===== src/scwt_map.vh =====
// Constants for the system counter and wakeup timer block
`ifndef SCWT_MAP_VH
`define SCWT_MAP_VH

// Counter geometry
`define SCWT_CNT_W 64
`define SCWT_CNT_MSB 63
`define SCWT_CNT_RST 64'h0000000000000000
`define SCWT_CNT_INC 64'h0000000000000001

// Clock rates in MHz: the counting clock and the least allowed rate
`define SCWT_CLK_MHZ 125
`define SCWT_MIN_MHZ 10

// Cores served by the count broadcast
`define SCWT_NCORE 4
`define SCWT_CORE_MSB 3
`define SCWT_CORE_IDX_W 2

// Set to 1'b1 when every per-core timer is always on
`define SCWT_ALL_AON 1'b0

// Synchroniser vector layout
`define SCWT_SYNC_W 8
`define SCWT_SY_CNT_EN 0
`define SCWT_SY_TON_LO 1
`define SCWT_SY_TON_HI 4
`define SCWT_SY_INTC_OFF 5
`define SCWT_SY_WDOG 6
`define SCWT_SY_WEDGE 7

// Register frame selectors
`define SCWT_FR_W 3
`define SCWT_FR_CTRL 3'h0
`define SCWT_FR_READ 3'h1
`define SCWT_FR_TCTL 3'h2
`define SCWT_FR_VIEW 3'h3
`define SCWT_FR_USER 3'h4
`define SCWT_FR_VOFF 3'h5

// Interrupt classes
`define SCWT_IRQ_SPI 2'h0
`define SCWT_IRQ_SGI 2'h1
`define SCWT_IRQ_PPI 2'h2
`define SCWT_IRQ_LPI 2'h3

`endif


===== src/scwt_sync.v =====
// Two-stage synchroniser for a vector of asynchronous levels
module scwt_sync #(
  parameter W = 8
) (
  input wire clk,
  input wire rst,
  input wire [W-1:0] d,
  output reg [W-1:0] q
);

  reg [W-1:0] meta_reg;

  always @(posedge clk or posedge rst) begin
    if (rst) begin
      meta_reg <= {W{1'b0}};
      q <= {W{1'b0}};
    end else begin
      meta_reg <= d;
      q <= meta_reg;
    end
  end

endmodule


===== src/scwt_top.v =====
// System counter, per-core timers, wakeup timer and wakeup capture
`include "scwt_map.vh"

// Notes on behaviour
// Counter advances on a clock of at least ten megahertz.
// Counter width and rate never wrap within ten years.
// Counter is 56 to 64 bits; full 64 with scaling.
// Count is broadcast to every core whose local timer must run.
// Each core timer holds a compare and raises its private interrupt.
// Wakeup timer exists unless all core timers are always on.
// Wakeup timer expiry raises a shared or locality interrupt.
// No virtual timer or user frame; offset reads zero, ignores writes.
// Wakeup timer frame decodes in non-secure space.
// Control secure; read frame absent; timer control both; view non-secure.
// Wakeup interrupt: enabled, and targeted shared, software, private or locality.
// Core wakes on any wakeup interrupt ignoring masks and priority.
// Power controller can wake on timer or watchdog; interrupt still raised.
// Waking interrupt already pending before control returns to the OS.
// Wakeup interrupt uses the ordinary device to controller path.
// Edge wakeup event is held until woken and delivered.
// Per-core timer state is kept across core power-down.
// Wakeup timer asserts while enabled and count at or past compare.
module scwt_top (
  input wire CLK_SYS,
  input wire RESET,
  input wire CNT_EN,
  output reg [`SCWT_CNT_MSB:0] CNT_VALUE,
  input wire [`SCWT_CORE_MSB:0] CORE_TIMER_ON,
  output reg [`SCWT_CORE_MSB:0] CORE_CNT_VALID,
  input wire [`SCWT_CORE_MSB:0] CORE_CMP_WE,
  input wire [`SCWT_CNT_MSB:0] CORE_CMP_DATA,
  input wire [`SCWT_CORE_MSB:0] CORE_TMR_EN,
  output reg [`SCWT_CORE_MSB:0] CORE_PPI,
  input wire WT_EN,
  input wire WT_CMP_WE,
  input wire [`SCWT_CNT_MSB:0] WT_CMP_DATA,
  input wire WT_LPI_MODE,
  output reg WT_SPI,
  output reg WT_LPI_MSG,
  input wire FRAME_REQ,
  input wire [`SCWT_FR_W-1:0] FRAME_SEL,
  input wire FRAME_NS,
  input wire FRAME_WRITE,
  output reg FRAME_ACK,
  output reg FRAME_GRANT,
  output reg FRAME_RAZ,
  input wire IRQ_VALID,
  input wire [1:0] IRQ_TYPE,
  input wire IRQ_TARGETED,
  input wire IRQ_ENABLED,
  input wire [`SCWT_CORE_IDX_W-1:0] IRQ_CORE,
  output reg [`SCWT_CORE_MSB:0] CORE_WAKE,
  input wire INTC_OFF,
  input wire WDOG_EXPIRE,
  input wire PWRC_WAKE_EN,
  output reg PWRC_WAKE_REQ,
  input wire WAKE_EDGE,
  input wire WAKE_ACK,
  output reg WAKE_IRQ
);

  // Counting clock must meet the least rate
  localparam CLK_OK = (`SCWT_CLK_MHZ >= `SCWT_MIN_MHZ);

  wire [`SCWT_SYNC_W-1:0] pins_async;
  wire [`SCWT_SYNC_W-1:0] pins_sync;
  wire cnt_en_s;
  wire [`SCWT_CORE_MSB:0] timer_on_s;
  wire intc_off_s;
  wire wdog_s;
  wire wedge_s;
  wire [`SCWT_CORE_MSB:0] core_on;
  wire [`SCWT_CORE_MSB:0] core_sel;
  wire pwrc_src;

  // Counter state
  reg [`SCWT_CNT_MSB:0] cnt_reg;
  reg [`SCWT_CNT_MSB:0] cnt_next;

  // Wakeup timer state
  reg [`SCWT_CNT_MSB:0] wt_cmp_reg;
  reg wt_hit_reg;
  reg lpi_pend_reg;
  reg lpi_pend_next;

  // Edge wake capture state
  reg wedge_prev_reg;
  reg wake_pend_reg;
  reg wake_pend_next;

  // Decode results
  reg grant_next;
  reg raz_next;
  reg wake_irq_class;

  wire wt_active;
  wire wt_hit;
  wire wt_rise;
  wire lpi_send;
  wire wedge_rise;
  wire wake_taken;

  // Every pin from outside the clock domain crosses here
  assign pins_async = {WAKE_EDGE, WDOG_EXPIRE, INTC_OFF, CORE_TIMER_ON,
                       CNT_EN};

  scwt_sync #(
    .W(`SCWT_SYNC_W)
  ) u_sync (
    .clk(CLK_SYS),
    .rst(RESET),
    .d(pins_async),
    .q(pins_sync)
  );

  assign cnt_en_s = pins_sync[`SCWT_SY_CNT_EN];
  assign timer_on_s = pins_sync[`SCWT_SY_TON_HI:`SCWT_SY_TON_LO];
  assign intc_off_s = pins_sync[`SCWT_SY_INTC_OFF];
  assign wdog_s = pins_sync[`SCWT_SY_WDOG];
  assign wedge_s = pins_sync[`SCWT_SY_WEDGE];

  // Cores whose local timer runs, and the core named by an interrupt
  assign core_on = timer_on_s | {`SCWT_NCORE{`SCWT_ALL_AON}};
  assign core_sel = {{`SCWT_CORE_MSB{1'b0}}, 1'b1} << IRQ_CORE;

  // Full 64-bit count at 125 MHz lasts far beyond ten years
  always @* begin
    cnt_next = cnt_reg;
    if (cnt_en_s && CLK_OK) begin
      cnt_next = cnt_reg + `SCWT_CNT_INC;
    end
  end

  always @(posedge CLK_SYS or posedge RESET) begin
    if (RESET) begin
      cnt_reg <= `SCWT_CNT_RST;
      CNT_VALUE <= `SCWT_CNT_RST;
    end else begin
      cnt_reg <= cnt_next;
      // Broadcast copy always matches the internal count
      CNT_VALUE <= cnt_next;
    end
  end

  // Per-core timers; compare values sit in this always-on logic
  genvar gi;
  generate
    for (gi = 0; gi < `SCWT_NCORE; gi = gi + 1) begin : g_core
      reg [`SCWT_CNT_MSB:0] cmp_reg;
      always @(posedge CLK_SYS or posedge RESET) begin
        if (RESET) begin
          cmp_reg <= `SCWT_CNT_RST;
          CORE_CNT_VALID[gi] <= 1'b0;
          CORE_PPI[gi] <= 1'b0;
          CORE_WAKE[gi] <= 1'b0;
        end else begin
          // Kept across core power-down so firmware need not restore it
          if (CORE_CMP_WE[gi]) begin
            cmp_reg <= CORE_CMP_DATA;
          end
          CORE_CNT_VALID[gi] <= core_on[gi];
          CORE_PPI[gi] <= core_on[gi] & CORE_TMR_EN[gi] &
                          (cnt_next >= cmp_reg);
          // Masks and priority play no part in the wake decision
          CORE_WAKE[gi] <= wake_irq_class & core_sel[gi];
        end
      end
    end
  endgenerate

  // Wakeup timer
  assign wt_active = WT_EN & ~`SCWT_ALL_AON;
  assign wt_hit = wt_active & (cnt_next >= wt_cmp_reg);
  assign wt_rise = wt_hit & ~wt_hit_reg;
  // No message interrupts while the controller is powered off
  assign lpi_send = lpi_pend_reg & ~intc_off_s;

  // A new expiry in the send cycle keeps the message pending
  always @* begin
    lpi_pend_next = lpi_pend_reg & ~lpi_send;
    if (wt_rise && WT_LPI_MODE) begin
      lpi_pend_next = 1'b1;
    end
  end

  always @(posedge CLK_SYS or posedge RESET) begin
    if (RESET) begin
      wt_cmp_reg <= `SCWT_CNT_RST;
      wt_hit_reg <= 1'b0;
      lpi_pend_reg <= 1'b0;
      WT_SPI <= 1'b0;
      WT_LPI_MSG <= 1'b0;
    end else begin
      if (WT_CMP_WE) begin
        wt_cmp_reg <= WT_CMP_DATA;
      end
      wt_hit_reg <= wt_hit;
      lpi_pend_reg <= lpi_pend_next;
      // Level stays up while the count is at or past compare
      WT_SPI <= wt_hit & ~WT_LPI_MODE;
      WT_LPI_MSG <= lpi_send;
    end
  end

  // Frame access decode; unimplemented frames are refused
  always @* begin
    grant_next = 1'b0;
    raz_next = 1'b0;
    case (FRAME_SEL)
      `SCWT_FR_CTRL: begin
        grant_next = ~FRAME_NS;
      end
      `SCWT_FR_READ: begin
        grant_next = 1'b0;
      end
      `SCWT_FR_TCTL: begin
        grant_next = 1'b1;
      end
      `SCWT_FR_VIEW: begin
        grant_next = FRAME_NS;
      end
      `SCWT_FR_USER: begin
        grant_next = 1'b0;
      end
      `SCWT_FR_VOFF: begin
        // Virtual offset reads as zero and drops writes
        grant_next = 1'b1;
        raz_next = 1'b1;
      end
      default: begin
        grant_next = 1'b0;
        raz_next = 1'b0;
      end
    endcase
  end

  always @(posedge CLK_SYS or posedge RESET) begin
    if (RESET) begin
      FRAME_ACK <= 1'b0;
      FRAME_GRANT <= 1'b0;
      FRAME_RAZ <= 1'b0;
    end else begin
      // Grant and read-as-zero only qualify an acknowledge
      FRAME_ACK <= FRAME_REQ;
      FRAME_GRANT <= FRAME_REQ & grant_next;
      FRAME_RAZ <= FRAME_REQ & raz_next & ~FRAME_WRITE;
    end
  end

  // Wakeup interrupt classification
  always @* begin
    wake_irq_class = 1'b0;
    if (IRQ_VALID && IRQ_ENABLED) begin
      case (IRQ_TYPE)
        `SCWT_IRQ_SPI: begin
          wake_irq_class = IRQ_TARGETED;
        end
        `SCWT_IRQ_SGI: begin
          wake_irq_class = 1'b1;
        end
        `SCWT_IRQ_PPI: begin
          wake_irq_class = 1'b1;
        end
        `SCWT_IRQ_LPI: begin
          wake_irq_class = 1'b1;
        end
        default: begin
          wake_irq_class = 1'b0;
        end
      endcase
    end
  end

  // Edge wakeup capture: held until the controller takes it
  assign wedge_rise = wedge_s & ~wedge_prev_reg;
  assign wake_taken = WAKE_ACK & ~intc_off_s & wake_pend_reg;
  // Sources that call the power controller while the controller is off
  assign pwrc_src = wt_hit | wdog_s | wake_pend_next;

  // A new edge in the acknowledge cycle keeps the flag set
  always @* begin
    wake_pend_next = wake_pend_reg & ~wake_taken;
    if (wedge_rise) begin
      wake_pend_next = 1'b1;
    end
  end

  always @(posedge CLK_SYS or posedge RESET) begin
    if (RESET) begin
      wedge_prev_reg <= 1'b0;
      wake_pend_reg <= 1'b0;
      WAKE_IRQ <= 1'b0;
      PWRC_WAKE_REQ <= 1'b0;
    end else begin
      wedge_prev_reg <= wedge_s;
      wake_pend_reg <= wake_pend_next;
      // Presented on the normal line once the controller is powered
      WAKE_IRQ <= wake_pend_next & ~intc_off_s;
      // Timer and watchdog interrupts remain raised on their own lines
      PWRC_WAKE_REQ <= intc_off_s & PWRC_WAKE_EN & pwrc_src;
    end
  end

endmodule


===== config.mk =====
export PLATFORM = sky130hd
export DESIGN_NAME = scwt_top
export DESIGN_NICKNAME = d
export VERILOG_FILES = /design/src/scwt_sync.v /design/src/scwt_top.v
export VERILOG_INCLUDE_DIRS = /design/src
export SDC_FILE = /design/constraint.sdc
export NUM_CORES = 1
export LEC_CHECK = 0
export ABC_AREA = 1
export BUFFER_PORTS_ARGS = -buffer_cell sky130_fd_sc_hd__buf_2
export CAP_MARGIN = 15
export CORE_ASPECT_RATIO = 1.1
export CORE_MARGIN = 2
export CORE_UTILIZATION = 48
export DETAILED_ROUTE_END_ITERATION = 10
export PLACE_DENSITY_LB_ADDON = 0.25
export SKIP_LAST_GASP = 1
export SYNTH_ARGS = -nofsm -noshare
export SYNTH_HDL_FRONTEND = slang
export SYNTH_SLANG_ARGS = --single-unit
export TNS_END_PERCENT = 30

===== constraint.sdc =====
create_clock -name CLK_SYS -period 15.37 [get_ports CLK_SYS]
set_clock_uncertainty 0.05 [all_clocks]
set_input_delay 2.3055 -clock CLK_SYS [delete_from_list [all_inputs] [get_ports CLK_SYS]]
set_output_delay 2.3055 -clock CLK_SYS [all_outputs]
set_load 0.03 [all_outputs]

==> metrics <==
largest family of logic cells by synthesized area=simple AND/OR/NAND/NOR gates; HP Class=reg -> reg; CP Max Fanout=17; layout cells sized above 1=around an eighth; Synth cell types=36; Routed Antenna Nets=0; status=completed; total CTS buffers=46; number of port buffers=246; Area Overhead vs Synth=14.67%; die extent in x=roughly 220 um; xor/xnor share of the synthesized area=under 10%; Die ar.=around 0.052 mm2; Nets=~3600; synthesized instance count=a little under 3000; maximum vdd drop=a little over 0.08 mV; post-synthesis compound-gate area fraction=a little under an eighth; GRT overflow=0; Starting Density=between 40% and 50%; measured slew at the worst slew-check pin=989.3 ps; Cell Rows=86; syn_area_per_cell=~8.3 um2; Post-Route WL=roughly 66000 um; Max H-tree Level=2; largest net degree at the start of global routing=170; post-layout instance area=roughly 0.028 mm2; Setup TNS=0 ps; dominant cells by area after synthesis=dfrtp_1 (44%), ha_1 (17%), nand2_1 (11%), o21ai_0 (7.5%), inv_1 (7.0%); Max Freq=about 0.22 GHz; Comb pwr share=roughly a fifth; final setup fails=0; sw frac=29.50%; PwrDens=between 100 and 150 mW/mm2; startpoint types=flip-flop; Final HPWL DP=a little over 50000 um; # hold bufs at CTS=0; crit path capture type=flip-flop; antenna violations before repair=1; adder-cell share of the synthesized area=between 10% and 20%; DR vias/cell=about 5.2; first-pass GRT wire length=105100 um; post-route minimum period=between 4000 and 5000 ps; max_slew headroom=33.44%; Post-CTS Setup Repair Bufs=0; routability cong.=a little under 0.9; worst path bufs/invs=1; max-cap violation count=0; I/O pin count=between 200 and 250; CP arrival=about 5000 ps; Slew Limit Fails=0; Reg clk slew, reported paths=60 ps; CP delay by family, top=simple AND/OR/NAND/NOR gates; final period utilization=28.99%; RSZ-0062 raised after global routing=no; P_int=2.110 mW; register area share after synthesis=43.63%; top cell type's share of synthesized area=~44%; Syn Std Cell Area=around 0.024 mm2; simple-gate share of the synthesized area=between 10% and 20%; TritonCTS clock tree=yes; Synth area leader=dfrtp_1; sequential share of power=between 40% and 50%; wire per inst=between 15 and 20 um; via count=19808; Clock Sinks=between 400 and 500; # resized after CTS=0; drt initial violations=~1200; Sw Pwr=0.8827 mW; #FFs+latches synth=423; endpoints failing hold=0; clock latency on the worst-skew pair=580 ps; Fill cells=4589; Critical Path RT=15820 ps; critical path, cell by cell=nand2_2 -> nor2_4 -> nand2_4 -> nor2_8 -> inv_2 -> nor2_2 -> nand3_1 -> nor2_2 -> nand3_1 -> xnor2_1 -> ha_1 -> nand2_1 -> nor3_1 -> nor2b_1 -> nand2_1 -> nor2_1 -> nand2_1 -> nand2_1 -> nand2_1 -> o21ai_0; GRT Overall Usage=25.76%; CP max stage cell=dfrtp_1; Largest register FFs=~260; multiplexer area fraction after synthesis=less than 1%; Die Span Y=239.8 um; CP dominant cell by count=nand2_1; Placed Area=between 0.02 and 0.03 mm2; worst hold slack=approximately 300 ps; vias in the first global route=19994; Pleak=~15 nW; Clk network pwr share=between 30% and 40%; fin util=55.60%; Root Buffer Master=clkbuf_16; Synthesized Nets=around 3400; Total Power=2.992 mW; DRC errors left=0; synth warn=0; Max stage delay on crit path=670 ps; Max clock buf depth=3; Pre-antenna DRT Iters=6; CP Class=reg -> reg; Core Footprint=approximately 0.05 mm2
power by group through the flow:
stage                     sequential (mW)  clock [mW]  combinational, mW
after floorplan                      1.28           0              0.349
after detailed placement             1.27           0              0.559
after global placement               1.27           0              0.535
after CTS                            1.25        1.21              0.564
final                                1.25        1.18              0.561
after global routing                 1.26        1.25              0.651
path summary, 6_finish.rpt:
path                                          from                   end  slack [ps]  depth (start not counted)
worst min-delay path            u_sync.meta_reg[5]           u_sync.q[5]         300                          0
worst max-delay path                   u_sync.q[0]          lpi_pend_reg       10910                         20
min in group asynchronous                    RESET        wt_cmp_reg[36]        1900                          2
worst min register to register  u_sync.meta_reg[5]           u_sync.q[5]         300                          0
max in group asynchronous                    RESET  g_core[3].cmp_reg[2]       11270                          4
worst max register to register         u_sync.q[0]          lpi_pend_reg       10910                         20
kinds of logic (layout without fill, tap and decap cells):
group,Yosys count,in the layout
DFF,423,423
and+or+nand+nor,1034,1034
buffers and inverters,527,799
AOI/OAI and AO/OA,543,543
muxes,5,5
xor gates and xnor gates,56,56
other,0,1
adders and majority gates,321,321
per-layer routing:
layer	GRT usage (%)	share of wire [%]	wire length, um	up-vias
met2	43.62	48	31690	431
met3	4.279	5.4	3556	112
met1	32.68	43	28250	9365
li1	-	-	-	9900
met5	0	0	0	-
met4	10.45	3.9	2564	0
final cells by class:
type                            instances  area, um2  area share [%]
Timing Repair Buffer                  261       1381           4.966
Sequential cell                       423      10590           38.05
Clock buffer                           66       1370           4.925
Inverter                              455       1715           6.167
Multi-Input combinational cell       1959      11690           42.03
Tap cell                              660      825.8           2.969
Clock inverter                         17      245.2          0.8816
Antenna cell                            1      2.502        0.008996
synth_stat cells:
library cell	count
o21ai_0	365
buf_4	1
mux2_2	5
nor3b_1	4
nand2_2	6
inv_2	2
nor2_1	142
nand3b_1	2
nand3_4	1
o21bai_1	2
nand4_4	1
nor2_4	8
a22oi_1	1
nand2_4	2
inv_1	453
nand4_1	39
xor2_1	35
nor4_1	12
nand2_1	690
nor2_8	1
nor2_2	7
xnor2_1	21
nand3_1	61
nand3_2	3
nor3_1	52
ha_1	321
nor3_4	2
buf_1	2
o2111ai_1	1
a21o_1	5
clkbuf_1	69
dfrtp_1	423
o21a_1	4
a21oi_1	164
nor2b_1	1
o311ai_0	1
layout by cell type, fill, tap and decap left out, drive strengths merged, types with 40 or more instances in the layout:
cell    instances
o21ai         365
inv           455
a21oi         164
nor2          158
buf           261
nor3           54
clkbuf         66
nand2         698
nand3          65
dfrtp         423
nand4          40
ha            321
per-stage QoR:
step	worst slack (ps)	cells
2_1_floorplan	1238	2909
3_3_place_gp	10580	3757
3_5_place_dp	10510	3757
4_1_cts	10990	3840
5_1_grt	10570	3842
6_report	10910	3842
Power figures use the tool's default switching activity.
